## src/design/kbenc_map.svh

```systemverilog
// Timing counts, line counts and code constants of the keyboard encoder.
`ifndef KBENC_MAP_SVH
`define KBENC_MAP_SVH
`define KBENC_ROW_LINES 8
`define KBENC_COL_LINES 7
`define KBENC_KEY_CODES 56
`define KBENC_CLK_MHZ 250
`define KBENC_RELEASE_MS 50
`define KBENC_RELEASE_CYCLES (`KBENC_RELEASE_MS * 1000 * `KBENC_CLK_MHZ)
`define KBENC_ASCII_BASE 7'h20
`endif

```

## src/design/kbenc_pkg.sv

```systemverilog
// Types shared by the keyboard encoder modules.
package kbenc_pkg;
    typedef enum logic [6:0] {
        KBENC_LOAD   = 7'h01,
        KBENC_CLR2   = 7'h02,
        KBENC_XFER   = 7'h04,
        KBENC_CMP    = 7'h08,
        KBENC_OFFER  = 7'h10,
        KBENC_HELD   = 7'h20,
        KBENC_TIMING = 7'h40
    } kbenc_state_e;
    typedef logic [6:0] kbenc_ascii_t;
endpackage : kbenc_pkg

```

## src/design/kbenc_conv_if.sv

```systemverilog
// Link between the second buffer and the final code converter.
`timescale 1ns/10ps
interface kbenc_conv_if #(parameter int ROW_W = 3, parameter int COL_W = 3);
    logic [ROW_W-1:0] row_idx;
    logic [COL_W-1:0] col_idx;
    logic [6:0] ascii;
    modport encoder (output row_idx, output col_idx, input ascii);
    modport converter (input row_idx, input col_idx, output ascii);
endinterface : kbenc_conv_if

```

## src/design/kbenc_code_conv.sv

```systemverilog
// Final converter from row and column index to the ASCII character.
`timescale 1ns/10ps
`include "kbenc_map.svh"
module kbenc_code_conv import kbenc_pkg::*; #(
    parameter int COL_LINES = `KBENC_COL_LINES
) (
    input wire logic clk_in,
    input wire logic reset_n_in,
    input wire logic ce_in,
    kbenc_conv_if.converter conv
);
    kbenc_ascii_t ascii_r;
    kbenc_ascii_t ascii_nxt;

    // Each row contributes a fixed offset and each column a fixed step.
    assign ascii_nxt = 7'(int'(`KBENC_ASCII_BASE) + int'(conv.row_idx) * COL_LINES
                          + int'(conv.col_idx));

    always_ff @(posedge clk_in or negedge reset_n_in) begin
        if (!reset_n_in) begin
            ascii_r <= 7'h00;
        end else if (ce_in) begin
            ascii_r <= ascii_nxt;
        end
    end

    assign conv.ascii = ascii_r;
endmodule : kbenc_code_conv

```

## src/design/kbenc_encoder.sv

```systemverilog
// Keyboard encoder: two comparing buffers, multi-key inhibit and release debounce.
`timescale 1ns/10ps
`include "kbenc_map.svh"
module kbenc_encoder import kbenc_pkg::*; #(
    parameter int ROW_LINES = `KBENC_ROW_LINES,
    parameter int COL_LINES = `KBENC_COL_LINES,
    parameter int RELEASE_CYCLES = `KBENC_RELEASE_CYCLES
) (
    input wire logic CORE_CLK_IN,
    input wire logic RESET_N_IN,
    input wire logic CE_IN,
    input wire logic SENSE_LEADING_PULSE_IN,
    input wire logic SENSE_STROBE_IN,
    input wire logic [ROW_LINES+COL_LINES-1:0] SENSE_LINES_IN,
    input wire logic SCAN_DONE_IN,
    input wire logic KEY_FEEDBACK_IN,
    output logic [6:0] CHAR_OUT,
    output logic CHAR_VALID_OUT,
    output logic LOAD_ENABLE_OUT
);
    localparam int LINES = ROW_LINES + COL_LINES;
    localparam int ROW_W = (ROW_LINES > 1) ? $clog2(ROW_LINES) : 1;
    localparam int COL_W = (COL_LINES > 1) ? $clog2(COL_LINES) : 1;
    localparam int TMR_W = $clog2(RELEASE_CYCLES);

    if (ROW_LINES * COL_LINES != `KBENC_KEY_CODES || RELEASE_CYCLES < 2) begin : g_bad_cfg
        $error("kbenc_encoder: unsupported line count or release count");
    end

    kbenc_state_e state_r;
    kbenc_state_e state_nxt;
    logic [LINES-1:0] buf1_r;
    logic [LINES-1:0] buf2_r;
    logic [LINES-1:0] xlat;
    logic load_en_r;
    logic valid_r;
    logic [TMR_W-1:0] tmr_r;

    // The new board wires the lines in reverse order within each group.
    for (genvar i = 0; i < LINES; i++) begin : g_xlat
        if (i < ROW_LINES) begin : g_row
            assign xlat[i] = SENSE_LINES_IN[ROW_LINES-1-i];
        end else begin : g_col
            assign xlat[i] = SENSE_LINES_IN[LINES-1-(i-ROW_LINES)];
        end
    end

    wire single_key = ($countones(buf1_r[ROW_LINES-1:0]) == 1)
                      && ($countones(buf1_r[LINES-1:ROW_LINES]) == 1);
    wire no_key = (buf1_r == '0);
    wire bufs_equal = (buf1_r == buf2_r);
    wire frame_single = SCAN_DONE_IN && single_key;
    wire frame_any = SCAN_DONE_IN && !no_key;
    wire frame_none = SCAN_DONE_IN && no_key;
    wire tmr_done = (tmr_r == TMR_W'(RELEASE_CYCLES - 1));
    wire clear_buf1 = load_en_r && SENSE_LEADING_PULSE_IN;
    wire fill_buf1 = load_en_r && SENSE_STROBE_IN && !SENSE_LEADING_PULSE_IN;
    wire to_clr2 = (state_nxt == KBENC_CLR2) && (state_r != KBENC_CLR2);

    always_comb begin
        state_nxt = state_r;
        unique case (state_r)
            KBENC_LOAD: begin
                // Multi-key frames are ignored so no false code escapes.
                if (frame_single) begin
                    state_nxt = KBENC_CLR2;
                end
            end
            KBENC_CLR2: begin
                state_nxt = KBENC_XFER;
            end
            KBENC_XFER: begin
                state_nxt = KBENC_CMP;
            end
            KBENC_CMP: begin
                state_nxt = bufs_equal ? KBENC_OFFER : KBENC_CLR2;
            end
            KBENC_OFFER: begin
                if (KEY_FEEDBACK_IN) begin
                    state_nxt = KBENC_HELD;
                end
            end
            KBENC_HELD: begin
                // A different single key left after a rollover is a new character.
                if (frame_none) begin
                    state_nxt = KBENC_TIMING;
                end else if (frame_single && !bufs_equal) begin
                    state_nxt = KBENC_CLR2;
                end
            end
            KBENC_TIMING: begin
                if (frame_single) begin
                    state_nxt = bufs_equal ? KBENC_HELD : KBENC_CLR2;
                end else if (frame_any) begin
                    state_nxt = KBENC_HELD;
                end else if (tmr_done) begin
                    state_nxt = KBENC_LOAD;
                end
            end
            default: begin
                state_nxt = KBENC_LOAD;
            end
        endcase
    end

    always_ff @(posedge CORE_CLK_IN or negedge RESET_N_IN) begin
        if (!RESET_N_IN) begin
            state_r <= KBENC_LOAD;
        end else if (CE_IN) begin
            state_r <= state_nxt;
        end
    end

    always_ff @(posedge CORE_CLK_IN or negedge RESET_N_IN) begin
        if (!RESET_N_IN) begin
            buf1_r <= '0;
        end else if (CE_IN) begin
            if (clear_buf1) begin
                buf1_r <= '0;
            end else if (fill_buf1) begin
                buf1_r <= buf1_r | xlat;
            end
        end
    end

    always_ff @(posedge CORE_CLK_IN or negedge RESET_N_IN) begin
        if (!RESET_N_IN) begin
            buf2_r <= '0;
        end else if (CE_IN) begin
            if (state_r == KBENC_CLR2) begin
                buf2_r <= '0;
            end else if (state_r == KBENC_XFER) begin
                buf2_r <= buf1_r;
            end else if (state_r == KBENC_TIMING && state_nxt == KBENC_LOAD) begin
                buf2_r <= '0;
            end
        end
    end

    always_ff @(posedge CORE_CLK_IN or negedge RESET_N_IN) begin
        if (!RESET_N_IN) begin
            load_en_r <= 1'b1;
        end else if (CE_IN) begin
            if (to_clr2) begin
                load_en_r <= 1'b0;
            end else if (state_r == KBENC_CMP && bufs_equal) begin
                load_en_r <= 1'b1;
            end
        end
    end

    always_ff @(posedge CORE_CLK_IN or negedge RESET_N_IN) begin
        if (!RESET_N_IN) begin
            valid_r <= 1'b0;
        end else if (CE_IN) begin
            if (state_r == KBENC_CMP && bufs_equal) begin
                valid_r <= 1'b1;
            end else if (state_r == KBENC_OFFER && KEY_FEEDBACK_IN) begin
                valid_r <= 1'b0;
            end
        end
    end

    // The count is zeroed on the edge that leaves the interval, so a bounce restarts it at once.
    always_ff @(posedge CORE_CLK_IN or negedge RESET_N_IN) begin
        if (!RESET_N_IN) begin
            tmr_r <= '0;
        end else if (CE_IN) begin
            if (state_r == KBENC_TIMING && state_nxt == KBENC_TIMING) begin
                tmr_r <= tmr_r + TMR_W'(1);
            end else begin
                tmr_r <= '0;
            end
        end
    end

    function automatic int unsigned onehot_idx(input logic [LINES-1:0] v, input int lo,
                                               input int n);
        int unsigned idx;
        idx = 0;
        for (int k = 0; k < n; k++) begin
            if (v[lo+k]) begin
                idx = k;
            end
        end
        return idx;
    endfunction : onehot_idx

    kbenc_conv_if #(.ROW_W(ROW_W), .COL_W(COL_W)) conv ();

    assign conv.row_idx = ROW_W'(onehot_idx(buf2_r, 0, ROW_LINES));
    assign conv.col_idx = COL_W'(onehot_idx(buf2_r, ROW_LINES, COL_LINES));

    kbenc_code_conv #(.COL_LINES(COL_LINES)) u_conv (
        .clk_in(CORE_CLK_IN),
        .reset_n_in(RESET_N_IN),
        .ce_in(CE_IN),
        .conv(conv)
    );

    assign CHAR_OUT = conv.ascii;
    assign CHAR_VALID_OUT = valid_r;
    assign LOAD_ENABLE_OUT = load_en_r;
endmodule : kbenc_encoder

```

## config.mk

```make
export PLATFORM = sky130hd
export DESIGN_NAME = kbenc_encoder
export DESIGN_NICKNAME = d
export VERILOG_FILES = /design/src/design/kbenc_pkg.sv /design/src/design/kbenc_conv_if.sv /design/src/design/kbenc_code_conv.sv /design/src/design/kbenc_encoder.sv
export VERILOG_INCLUDE_DIRS = /design/src /design/src/design
export SDC_FILE = /design/constraint.sdc
export NUM_CORES = 1
export LEC_CHECK = 0
export ABC_AREA = 1
export BUFFER_PORTS_ARGS = -buffer_cell sky130_fd_sc_hd__buf_2
export CORE_MARGIN = 3
export CORE_UTILIZATION = 45
export CTS_CLUSTER_DIAMETER = 80
export CTS_CLUSTER_SIZE = 16
export DETAILED_ROUTE_END_ITERATION = 10
export PLACE_DENSITY = 0.71
export SLEW_MARGIN = 20
export SYNTH_ARGS = -nofsm -noshare
export SYNTH_HDL_FRONTEND = slang
export SYNTH_SLANG_ARGS = --single-unit
```

## constraint.sdc

```tcl
create_clock -name CORE_CLK_IN -period 4.25 [get_ports CORE_CLK_IN]
set_clock_uncertainty 0.05 [all_clocks]
set_input_delay 0.425 -clock CORE_CLK_IN [delete_from_list [all_inputs] [get_ports CORE_CLK_IN]]
set_output_delay 0.425 -clock CORE_CLK_IN [all_outputs]
set_load 0.02 [all_outputs]
```

==> Word level (Yosys, flattened, before mapping) <==
Cells that the tools add are included.
{ "word_totals": {"latchBits": 0, "register_bits": 70, "mem_bits_ro": 0, "mem_bits_rw": 0, "output_inout_bits": 9, "mem_count": 0} }
{ "op_classes": {"n_bitwise": 1, "n_mul": 1, "magnitude_cmp": 0, "eq_ne": 15, "add_sub_neg": 16, "div_mod_pow": 0, "muxes": 33, "shifts": 0, "reduce_logical": 25} }
{ "op_table": {"columns": ["operator", "n"], "rows": [
  ["$mux 15", 5],
  ["$mux 7", 7],
  ["$pmux 7 s7", 1],
  ["$mux 3", 11],
  ["$add 24x1->24 const B", 1],
  ["$eq 24x24->1 const B", 1],
  ["$mux 24", 1],
  ["$eq 15x15->1", 1],
  ["$logic_not 15->1", 1],
  ["$or 15x15->15", 1],
  ["$add 1x1->2", 7],
  ["$eq 7x1->1 const B", 2],
  ["$eq 7x2->1 const B", 2],
  ["$eq 7x7->1 const B", 2],
  ["$logic_and 1x1->1", 13],
  ["$add 2x2->3", 3],
  ["$add 3x3->4", 2],
  ["$eq 4x1->1 const B", 2],
  ["$reduce_and 2->1", 4],
  ["$add 7x4->7", 1],
  ["$add 7x7->7 const A", 1],
  ["$eq 7x3->1 const B", 1],
  ["$eq 7x4->1 const B", 1],
  ["$eq 7x5->1 const B", 1],
  ["other kinds (10)", 19]
]} }

==> Logic depth before layout (Yosys ltp) <==
Gate-level depths: netlist (run 1).
{ "depth": {"depth_word": 15, "mapped_depth": 23, "mapped_depth_nobuf": 22} }

==> Cells and area by module <==
From an unflattened synthesis (run 1), not the netlist that was laid out.
{ "unflattened": {"cells_unflattened": 605, "area_unflattened_um2": 4511.8} }
{ "by_module_without_submodules": {"columns": ["mod", "seq_area_each_um2", "cells_each", "area_each_um2", "n_inst"], "rows": [
  ["kbenc_encoder", 1579.0, 531, 3907.5, 1],
  ["kbenc_code_conv", 175.2, 74, 604.3, 1]
]} }

==> Worst setup path after synthesis (run 1) <==
Ideal clock, no wire load.
{ "synth_timing": {"kind": "register to register", "from": "register buf1_r[1]", "to": "register tmr_r[16]", "path_stages_with_launch": 20, "arrival_time_ns": 3.487, "setup_ns": 0.124, "t_required_ns": 4.076, "synth_period_minus_slack_ns": 3.661, "slack_ns": 0.589, "path_cell_list": "dfrtp_1 inv_1 fa_1 fa_1 fa_1 inv_1 ha_1 inv_1 fa_1 nand2_1 nand2_1 nor2_1 inv_1 nor2_1 a21oi_1 nand3_1 inv_1 nor2_2 buf_2 nor3b_1"} }
{ "synth_between": {"elab_chain_cells": 13, "elab_cells_between_ends": 24, "cone_classes": "add/sub (3); eq/ne (3); mux (9); reduce/logical (9)"} }
{ "synth_lines": {"columns": ["element", "line_no", "source"], "rows": [
  ["start: declaration", "kbenc_encoder.sv:32", "logic [LINES-1:0] buf1_r;"],
  ["start signal: assignment", "kbenc_encoder.sv:121", "buf1_r <= buf1_r | xlat;"],
  ["$add 1x1->2", "kbenc_encoder.sv:48", "wire single_key = ($countones(buf1_r[ROW_LINES-1:0]) == 1)"],
  ["$add 2x2->3", "kbenc_encoder.sv:48", null],
  ["$add 3x3->4", "kbenc_encoder.sv:48", null],
  ["$eq 4x1->1", "kbenc_encoder.sv:48", null],
  ["$logic_and 1x1->1", "kbenc_encoder.sv:49", "&& ($countones(buf1_r[LINES-1:ROW_LINES]) == 1);"],
  ["$logic_and 1x1->1", "kbenc_encoder.sv:52", "wire frame_single = SCAN_DONE_IN && single_key;"],
  ["$logic_and 1x1->1", "kbenc_encoder.sv:87", "end else if (frame_single && !bufs_equal) begin"],
  ["$mux 7", "kbenc_encoder.sv:87", null],
  ["$mux 7", "kbenc_encoder.sv:85", "if (frame_none) begin"],
  ["$pmux 7 s7 (*)", "kbenc_encoder.sv:62", "unique case (state_r)"],
  ["$eq 7x7->1 (*)", "kbenc_encoder.sv:169", "if (state_r == KBENC_TIMING && state_nxt == KBENC_TIMING) begin"],
  ["$logic_and 1x1->1 (*)", "kbenc_encoder.sv:169", null],
  ["$mux 24 (*)", "kbenc_encoder.sv:169", null],
  ["end signal: assignment", "kbenc_encoder.sv:170", "tmr_r <= tmr_r + TMR_W'(1);"],
  ["end: declaration", "kbenc_encoder.sv:37", "logic [TMR_W-1:0] tmr_r;"]
]} }
Every way passes the cells marked *; elsewhere a longest branch is shown, timed or not.
A chain may end at the register's enable or synchronous reset.

==> Worst setup path in the final report (run 1) <==
{ "layout_timing": {"from": "register buf1_r[1]", "to": "register tmr_r[8]"} }
Same word-level chain as after synthesis.

==> results of run 1 <==
worst max-delay path: cells and delay by family (launching register included):
kind            cells  cell delay [ns]
buf+inv             7             0.68
compound gates      1             0.17
fa+ha+maj           5             1.94
simple gates        7             0.61
flops               1             0.40
per-stage QoR:
stage                     setup slack, ns  instances  hold slack (ns)
after floorplan                    0.5891        588          0.07941
after global placement             0.3548        735           0.4042
after detailed placement           0.3069        735           0.4051
after CTS                          0.2797        751           0.2163
after global routing           0.00006217        751           0.2494
final                              0.3373        751           0.1845
routing by layer:
layer | vias up | GRT usage, % | part of all wire, %
met1 | 1762 | 23.95 | 49
li1 | 1902 | - | -
met3 | 6 | 3.919 | 3.7
met5 | - | 0 | 0
met2 | 59 | 28.10 | 46
met4 | 0 | 4.718 | 0.72
cell families (layout without fill, tap and decap cells):
family	Yosys count	count (layout)	share of synthesized area, %
DFF	70	70	39.10
AOI/OAI and AO/OA	58	58	6.888
adders and majority gates	26	26	9.258
xor gates and xnor gates	26	26	5.075
and+or+nand+nor	312	312	31.04
buffers and inverters	96	130	8.645
layout by cell type (no fill, tap or decap), drive strengths merged, types with 7 or more instances in the layout:
cell	synthesis	routed
nand2	150	150
inv	81	81
clkbuf	10	12
nor3	8	8
nor2	93	93
ha	14	14
xor2	19	19
buf	5	33
nand4	13	13
dfrtp	68	68
xnor2	7	7
a21oi	32	32
nand3	39	39
o21ai	19	19
fa	12	12
path summary, 6_finish.rpt:
check | to | cells past startpoint | slack [ns] | from
max reg2reg | tmr_r[8]$_DFFE_PN0P_ | 20 | 0.34 | buf1_r[1]$_DFFE_PN0P_
max in group asynchronous | buf2_r[2]$_DFFE_PN0P_ | 2 | 3.05 | RESET_N_IN
max | tmr_r[8]$_DFFE_PN0P_ | 20 | 0.34 | buf1_r[1]$_DFFE_PN0P_
min | tmr_r[22]$_DFFE_PN0P_ | 1 | 0.18 | RESET_N_IN
min in group CORE_CLK_IN | buf1_r[3]$_DFFE_PN0P_ | 3 | 0.27 | SENSE_LINES_IN[4]
min reg2reg | u_conv.conv.ascii[0]$_DFFE_PN0P_ | 2 | 0.42 | u_conv.conv.ascii[0]$_DFFE_PN0P_
final cells by class:
type,instances,area (µm²)
clock inverter,4,47.55
inverter,81,306.5
fill,959,4521
tap,129,161.4
timing repair buffer,33,180.2
clock buffer,12,135.1
multi-input combinational,422,2354
sequential,70,1754
sequential cells by signal (all words and copies together) (netlist names):
register and flops:
tmr_r 24, buf1_r 15, buf2_r 15, u_conv.conv.ascii 7, LOAD_ENABLE_OUT 1, CHAR_VALID_OUT 1
state_r 7
where the power goes:
part	switching, µW	total [µW]	internal (µW)
sequential	86.4	846	760
combinational	720	1180	457
clock	243	513	270
total	1050	2540	1490
==> results_dict.tcl, run 1 <==
set metrics [dict create \
    power_density_nw_per_um2 513.8 \
    finalCritPeriodShare_pct 92.06 \
    die_height_um 105.9 \
    critical_path_peak_fanout 22 \
    cp-end-kind "flip-flop" \
    place_congestion 0.8732 \
    cts_max_level 3 \
    ir_worst_vdd_mv 0.4485 \
    nets 665 \
    finalSetupTns_ns 0 \
    layout-drive-gt1-share_pct 11.58 \
    timing_hold_violations_final 0 \
    synth_area_leader_cell "sky130_fd_sc_hd__dfrtp_1" \
    post_synth_instance_area_um2 4487 \
    clk_pin_slew_ns 0.07 \
    num_vias 3729 \
    ys_dominant_reg_cell "sky130_fd_sc_hd__dfrtp_1" \
    finalMaxSlewViolations 0 \
    die_area_um2 11210 \
    dp.final_hpwl_um 6989 \
    clk_latency_ns 0.34 \
    starting_utilization_of_the_core_area_pct 47.43 \
    grt_start_max_net_pins 45 \
    drt-wirelength-per-cell_um 12.24 \
    post_dr_vias_cell 4.965 \
    cts_max_path_buffers 2 \
    ys_seq_area_share_pct 39.10 \
    numClockSinks 70 \
    synth_enable_flop_cells 0 \
    post-synth-top-count-cell "sky130_fd_sc_hd__nand2_1" \
    die-width_um 105.9 \
    timing_worst_slew_pin_value_ns 0.9617 \
    crit_slowest_cell "sky130_fd_sc_hd__fa_1" \
    arrival_ns 4.12 \
    clockRootBuffer "sky130_fd_sc_hd__clkbuf_8" \
    core_um2 9459 \
    post_cts_setup_buffers 0 \
    cts_hold_buffers 0 \
    layout_overhead_on_the_synthesized_area_pct 10.07 \
    boundaryPins 31 \
    postCtsResizedCells 0 \
    totalWireLength_um 9192 \
    syn_inst 588 \
    grt_overflow 0 \
    synth_area_per_cell_um2 7.631 \
    drcViolationCount 0 \
    max_slew_margin_pct 35.89 \
    outcome "complete, no violations" \
    tritoncts "built" \
    finalWorstPathRequiredPeriod_ns 3.913 \
    mappedNetlistNets 636 \
    post_synth_most_frequent_cells "141 x sky130_fd_sc_hd__nand2_1, 83 x sky130_fd_sc_hd__nor2_1, 79 x sky130_fd_sc_hd__inv_1" \
    grt_pass1_wl_um 16160 \
    required_ns 4.45 \
    overall_power_after_layout_uw 2537 \
    ant_nets 0 \
    synth_top_area_share_pct 37.93 \
    initial_antenna_violation_count 0 \
    gr-usage-all-layers_pct 17.51 \
    worst_setup_path_start_kind "flip-flop" \
    postLayoutCoreUtil_pct 52.21 \
    synth-async-reset-ratio_pct 100.0 \
    first_global_vias 3598 \
    grt_setup_unrepaired "false" \
    post-route-cell-area_um2 4938 \
    holdCritPathClass "in2async" \
    count_of_state_elements_after_synthesis 70 \
    place_area_um2 4740 \
    p_leak_uw 0.002473 \
    numCtsBuffers 9 \
    yosys-top-cells-area "sky130_fd_sc_hd__dfrtp_1 38%, sky130_fd_sc_hd__nand2_1 12%, sky130_fd_sc_hd__nor2_1 6.9%" \
    synth.yosys.warnings 0 \
    maxClockFrequency_ghz 0.2556 \
    length_of_the_first_detailed_routing_pass_in_iterations 5 \
    critPathMaxStageDelay_ns 0.51 \
    placementRows 35 \
    setup_violations 0 \
    drt_first_iter_violations 118 \
    antenna_cells_inserted 0 \
    timing.critical_path.cells "inv_1, fa_1, fa_1, fa_1, inv_1, ha_1, inv_1, fa_1, inv_1, nand2_1, nand2_1, nor2_1, inv_1, nor2_1, a21oi_1, nand3_1, inv_1, nor2_2, buf_8, nor3b_1" \
    cell_occurring_most_often_along_the_worst_timing_path "sky130_fd_sc_hd__inv_1" \
    drv_cap 0 \
    setup.worst_path.class "reg2reg" \
    io_buffer_count 30 \
    synth_cell_type_count 35 \
]
No activity file was read; power rests on OpenSTA's default activity.
==> run 2, diff against run 1 <==
CORE_UTILIZATION = 61   (was 45)
PLACE_DENSITY = 0.8   (was 0.71)
==> run 2 against run 1 <==
  * Routed wire length increased by 1.7%
  * Fmax down 1.5%
  * Sequential share of layout area is 0.39 points higher
  * Critical path type unchanged
  * Die area shrank 25%
  * Critical path depth grew 2
  * First-iteration DRC count increased by 94%
  * Combinational power about the same
  * Cell count fell by 4.4%
  * Setup slack got worse by 0.060 ns
  * Clock-buffer cell count unchanged
==> results_dict.tcl, run 2 (same netlist as run 1, synthesis figures left out) <==
set metrics [dict create \
    post_cts_setup_buffers 0 \
    worst_setup_path_start_kind "flip-flop" \
    numClockSinks 70 \
    regToRegStartpoint "buf1_r[1]$_DFFE_PN0P_" \
    placementRows 30 \
    grtUsageMet2_pct 38.59 \
    r2r_endpoint "buf2_r[9]$_DFFE_PN0P_" \
    timing.hold.ws_ns 0.06736 \
    critPathMaxStageDelay_ns 0.51 \
    cts_hold_buffers 0 \
    clk_latency_ns 0.35 \
    ir_worst_vdd_mv 0.4006 \
    max_slew_margin_pct 52.21 \
    r2r_cells 22 \
    post_dr_vias_cell 5.227 \
    dp.final_hpwl_um 6953 \
    postCtsResizedCells 0 \
    die-width_um 91.77 \
    antenna_cells_inserted 0 \
    timing.critical_path.cells "inv_1, fa_1, fa_1, fa_1, inv_1, ha_1, inv_1, fa_1, inv_1, nand2_1, nand2_1, nor2_1, inv_1, nor2_2, a21oi_1, nand2_1, nand2_2, nand2_2, nand2_4, nand2_8, nand2_1, nand2_1" \
    totalWireLength_um 9347 \
    core_um2 6944 \
    grt_setup_unrepaired "false" \
    crit_slowest_cell "sky130_fd_sc_hd__fa_1" \
    gr-usage-all-layers_pct 24.53 \
    finalWorstPathRequiredPeriod_ns 3.972 \
    arrival_ns 4.16 \
    clk_pin_slew_ns 0.08 \
    drv_cap 0 \
    fillerInstances 580 \
    r2r_setup_slk_ns 0.28 \
    maxClockFrequency_ghz 0.2517 \
    outcome "complete, no violations" \
    critical_path_peak_fanout 16 \
    setup_violations 0 \
    final_cell_mix "141 x sky130_fd_sc_hd__nand2_1, 82 x sky130_fd_sc_hd__nor2_1, 79 x sky130_fd_sc_hd__inv_1" \
    numCtsBuffers 9 \
    grt_pass1_wl_um 16710 \
    postLayoutSetupSlackWorst_ns 0.2776 \
    drt_first_iter_violations 229 \
    grt_use_met3_pct 3.610 \
    timing_hold_violations_final 0 \
    io_buffer_count 30 \
    startpoint "buf1_r[1]$_DFFE_PN0P_" \
    layout_overhead_on_the_synthesized_area_pct 8.868 \
    ant_nets 0 \
    p_leak_uw 0.002467 \
    drt-wirelength-per-cell_um 13.02 \
    layout-drive-gt1-share_pct 12.06 \
    die_area_um2 8421 \
    power_density_nw_per_um2 516.7 \
    preCtsSetupSlack_ns 0.2486 \
    cts_max_level 3 \
    global_routing_usage_on_met1_pct 34.41 \
    finalMaxSlewViolations 0 \
    initial_antenna_violation_count 0 \
    boundaryPins 31 \
    timing_worst_slew_pin_value_ns 0.7168 \
    setup.worst_path.class "reg2reg" \
    tritoncts "built" \
    first_global_vias 3680 \
    cp-end-kind "flip-flop" \
    nets 665 \
    finalSetupTns_ns 0 \
    drcViolationCount 0 \
    finalCritPeriodShare_pct 93.47 \
    clockRootBuffer "sky130_fd_sc_hd__clkbuf_8" \
    holdCritPathClass "in2async" \
    starting_utilization_of_the_core_area_pct 64.61 \
    largest_registers "tmr_r (24), buf1_r (15), buf2_r (15)" \
    final_common_cell "sky130_fd_sc_hd__nand2_1" \
    grt_busiest_layer "met2" \
    cts_max_path_buffers 2 \
    largest_register "tmr_r" \
    grt_start_max_net_pins 40 \
    length_of_the_first_detailed_routing_pass_in_iterations 5 \
    grt_overflow 0 \
    num_vias 3753 \
    place_congestion 0.8364 \
    largest_register_ffs 24 \
    die_height_um 91.77 \
    required_ns 4.44 \
]
run 2: changes by cell type in the layout (fill, tap and decap cells not counted), sizes merged:
cell,delta
clkinv,+1
bufinv,-1
run 2: worst max-delay path by stage:
stage	depth (start not counted)	end	slack (ns)
2_1_floorplan	19	tmr_r[16]$_DFFE_PN0P_	0.59
6_report	22	buf2_r[9]$_DFFE_PN0P_	0.28
4_1_cts	19	tmr_r[20]$_DFFE_PN0P_	0.25
5_1_grt	21	buf2_r[9]$_DFFE_PN0P_	0.002
3_3_place_gp	19	tmr_r[21]$_DFFE_PN0P_	0.41
3_5_place_dp	19	tmr_r[20]$_DFFE_PN0P_	0.25
run 2: per-layer routing:
| layer | routed length [µm] | share of wire [%] | vias up |
|---|---|---|---|
| met5 | 0 | 0 | - |
| met4 | 174 | 1.9 | 0 |
| met1 | 4368 | 47 | 1759 |
| met2 | 4410 | 47 | 81 |
| met3 | 393 | 4.2 | 16 |
| li1 | - | - | 1897 |
run 2: final cells by class:
type	count	area, µm²	share of cell area [%]
tap	96	120.1	2.459
inverter	81	306.5	6.276
clock buffer	12	145.1	2.971
clock inverter	4	22.52	0.4611
sequential	70	1754	35.91
multi-input combinational	422	2360	48.31
timing repair buffer	33	176.4	3.612
run 2: stage by stage:
step           utilization [%]  total power (µW)  instance area (µm²)  cells
2_1_floorplan                -              1769                 4487    588
3_5_place_dp             67.66              2043                 4698    702
5_1_grt                  70.34              2752                 4885    718
6_report                 70.34              2524                 4885    718
4_1_cts                  70.07              2522                 4866    718
3_3_place_gp             67.66              1993                 4698    702
run 2: critical path: cells and delay by family, from the launching register on:
kind                       cells  cell delay [ns]
AOI/OAI and AO/OA              1             0.12
adders and majority gates      5             1.95
buffers and inverters          5             0.40
DFF                            1             0.39
and+or+nand+nor               11             0.93
run 2: where the power goes:
part	total, µW	switching [µW]	internal (µW)
combinational	1200	743	461
sequential	845	85.0	760
clock	475	249	225
==> run 3, diff against run 2 <==
ABC_AREA = default   (was 1)
PLACE_DENSITY = 0.81   (was 0.8)
RECOVER_POWER = 50   (was default)
==> run 3 against run 2 <==
  * Critical path depth decreased by 8
  * The flow now finishes with violations (max-capacitance violations, max-slew violations)
  * Power is 1.7% lower
  * Synthesized cell count fell by 27%
  * Critical path type unchanged
  * Setup slack worse by 0.13 ns
  * Clock-buffer cell count unchanged
  * Register-to-register slack got worse by 0.13 ns
  * Non-clock buffer count is 3 higher
  * Fmax is 3.2% lower
  * Sequential share of layout area rose by 2.3 points
  * Clock power increased by 7.4%
==> results_dict.tcl, run 3 <==
set metrics [dict create \
    post-synth-top-count-cell "sky130_fd_sc_hd__dfrtp_1" \
    grt_pass1_wl_um 14430 \
    required_ns 4.47 \
    p_leak_uw 0.002173 \
    initial_antenna_violation_count 0 \
    dp.final_hpwl_um 6032 \
    ant_nets 0 \
    arrival_ns 4.33 \
    setup_violations 0 \
    totalWireLength_um 8226 \
    synth_enable_flop_cells 0 \
    postLayoutCoreUtil_pct 70.68 \
    failed_checks "max-capacitance violations, max-slew violations" \
    syn_inst 432 \
    finalCritPeriodShare_pct 96.56 \
    timing_hold_violations_final 0 \
    core_um2 6495 \
    largest_registers "tmr_r (24), buf1_r (15), buf2_r (15)" \
    place_area_um2 4382 \
    nets 508 \
    drv_cap 2 \
    layout-drive-gt1-share_pct 14.84 \
    first_global_vias 3167 \
    r2r_setup_slk_ns 0.15 \
    yosys-top-cells-area "sky130_fd_sc_hd__dfrtp_1 41%, sky130_fd_sc_hd__nor2_1 5.9%, sky130_fd_sc_hd__fa_1 5.7%" \
    endpoint "buf2_r[3]$_DFFE_PN0P_" \
    clk_pin_slew_ns 0.07 \
    length_of_the_first_detailed_routing_pass_in_iterations 4 \
    outcome "finished with violations" \
    drcViolationCount 0 \
    post_dr_vias_cell 5.771 \
    grt_overflow 0 \
    setup.worst_path.class "reg2reg" \
    cp-end-kind "flip-flop" \
    numCtsBuffers 9 \
    ys_dominant_reg_cell "sky130_fd_sc_hd__dfrtp_1" \
    cts_max_level 3 \
    synth-async-reset-ratio_pct 100.0 \
    die-width_um 88.83 \
    post_synth_most_frequent_cells "68 x sky130_fd_sc_hd__dfrtp_1, 66 x sky130_fd_sc_hd__nor2_1, 32 x sky130_fd_sc_hd__inv_1" \
    startpoint "buf1_r[0]$_DFFE_PN0P_" \
    drt_first_iter_violations 142 \
    post_synth_instance_area_um2 4185 \
    die_height_um 88.83 \
    tritoncts "built" \
    numClockSinks 70 \
    post-route-cell-area_um2 4591 \
    finalMaxSlewViolations 73 \
    drt-wirelength-per-cell_um 15.18 \
    largest_register "tmr_r" \
    clk_latency_ns 0.34 \
    timing_worst_slew_pin_value_ns 1.928 \
    clockRootBuffer "sky130_fd_sc_hd__clkbuf_8" \
    cts_hold_buffers 0 \
    antenna_cells_inserted 0 \
    r2r_endpoint "buf2_r[3]$_DFFE_PN0P_" \
    grt_setup_unrepaired "true" \
    ir_worst_vdd_mv 0.4172 \
    regToRegStartpoint "buf1_r[0]$_DFFE_PN0P_" \
    starting_utilization_of_the_core_area_pct 64.44 \
    count_of_state_elements_after_synthesis 70 \
    num_vias 3128 \
    boundaryPins 31 \
    finalWorstPathRequiredPeriod_ns 4.104 \
    io_buffer_count 30 \
    power_density_nw_per_um2 540.7 \
    mappedNetlistNets 480 \
    max_slew_margin_pct -28.54 \
    holdCritPathClass "in2reg" \
    synth_area_per_cell_um2 9.688 \
    maxClockFrequency_ghz 0.2437 \
    gr-usage-all-layers_pct 23.61 \
    final_cell_mix "68 x sky130_fd_sc_hd__dfrtp_1, 66 x sky130_fd_sc_hd__nor2_1, 32 x sky130_fd_sc_hd__inv_1" \
    die_area_um2 7891 \
    largest_register_ffs 24 \
    fin_cells 542 \
    synth_cell_type_count 52 \
    r2r_cells 14 \
    min_from "SENSE_LINES_IN[14]" \
    synth_area_leader_cell "sky130_fd_sc_hd__dfrtp_1" \
    placementRows 29 \
    overall_power_after_layout_uw 2482 \
    layout_overhead_on_the_synthesized_area_pct 9.686 \
    synth_top_area_share_pct 40.66 \
    finalSetupTns_ns 0 \
    critical_path_peak_fanout 15 \
    grt_start_max_net_pins 38 \
    final_common_cell "sky130_fd_sc_hd__dfrtp_1" \
    worst_setup_path_start_kind "flip-flop" \
    place.detailed.instances 525 \
    cts_max_path_buffers 2 \
    ys_seq_area_share_pct 41.91 \
    synth.yosys.warnings 0 \
    place_congestion 0.8861 \
]
-- run 3: cell count changes after synthesis, sizes merged, moves of 5 or more --
cell | before | now
nand3 | 39 | 15
and3 | 2 | 7
a21oi | 32 | 25
o21ai | 19 | 10
nand2 | 150 | 20
a21o | 0 | 5
nor4 | 0 | 6
xnor2 | 7 | 23
inv | 81 | 32
a22o | 1 | 15
nor2 | 93 | 67
-- run 3: worst max-delay path, cell delays in order, from the launching register on --
cell and delay (ns):
sky130_fd_sc_hd__dfrtp_1 0.45, sky130_fd_sc_hd__inv_1 0.11, sky130_fd_sc_hd__fa_1 0.56, sky130_fd_sc_hd__fa_1 0.42, sky130_fd_sc_hd__fa_1 0.44, sky130_fd_sc_hd__inv_1 0.07, sky130_fd_sc_hd__ha_1 0.16, sky130_fd_sc_hd__inv_1 0.06
sky130_fd_sc_hd__fa_1 0.46, sky130_fd_sc_hd__and4b_1 0.17, sky130_fd_sc_hd__nand3_1 0.13, sky130_fd_sc_hd__nor2_1 0.23, sky130_fd_sc_hd__nor3_2 0.08, sky130_fd_sc_hd__a31oi_4 0.43, sky130_fd_sc_hd__a22o_1 0.22
-- run 3: layer usage --
metal	routed length (µm)	global-route usage, %	share of wire, %
met1	3812	31.56	46
met2	3952	38.66	48
met3	325	4.842	4.0
met4	136	7.555	1.7
met5	0	0	0
-- run 3: worst min path at each step --
stage                                  endpoint  slack (ns)  cells after the start
4_1_cts        u_conv.conv.ascii[2]$_DFFE_PN0P_        0.13                      1
3_3_place_gp         CHAR_VALID_OUT$_DFFE_PN0P_        0.42                      2
5_1_grt                  buf1_r[11]$_DFFE_PN0P_        0.27                      3
2_1_floorplan        CHAR_VALID_OUT$_DFFE_PN0P_        0.08                      0
3_5_place_dp         CHAR_VALID_OUT$_DFFE_PN0P_        0.42                      2
6_report                  buf1_r[8]$_DFFE_PN0P_        0.27                      3
-- run 3: repair_timing --
action,CTS,global route
setup buffers,0,1
hold endpoints to repair,0,0
endpoints found under the setup margin,0,36
resized for setup,0,2
-- run 3: cell type report --
cell class	instances	area (µm²)
multi-input combinational	310	2231
timing repair buffer	36	202.7
tap	77	96.34
clock buffer	12	135.1
fill	496	1904
inverter	33	123.9
sequential	70	1754
clock inverter	4	47.55
-- run 3: through the flow --
step,setup WS [ns],hold slack (ns)
floorplan,0.4158,0.07941
global placement,0.3279,0.4157
detailed placement,0.1451,0.4246
CTS,0.1295,0.1268
global route,-0.06372,0.2726
finish,0.1463,0.2700
-- run 3: power by group --
part           leakage, µW  internal, µW  switching, µW  total, µW
Clock            0.0000904           270            240        510
Combinational      0.00114           462            563       1030
Sequential        0.000940           779            168        947
-- run 3: cell families (layout without fill, tap and decap cells) --
logic type	after synthesis	after routing	share of synthesized area [%]
adder cells (fa/ha/maj)	26	26	9.925
AO/OA/AOI/OAI	75	75	12.41
multiplexers	5	5	1.315
AND/OR/NAND/NOR	163	163	20.81
flip-flops	70	70	41.91
XOR/XNOR	41	41	8.580
buffers and inverters	52	85	5.052
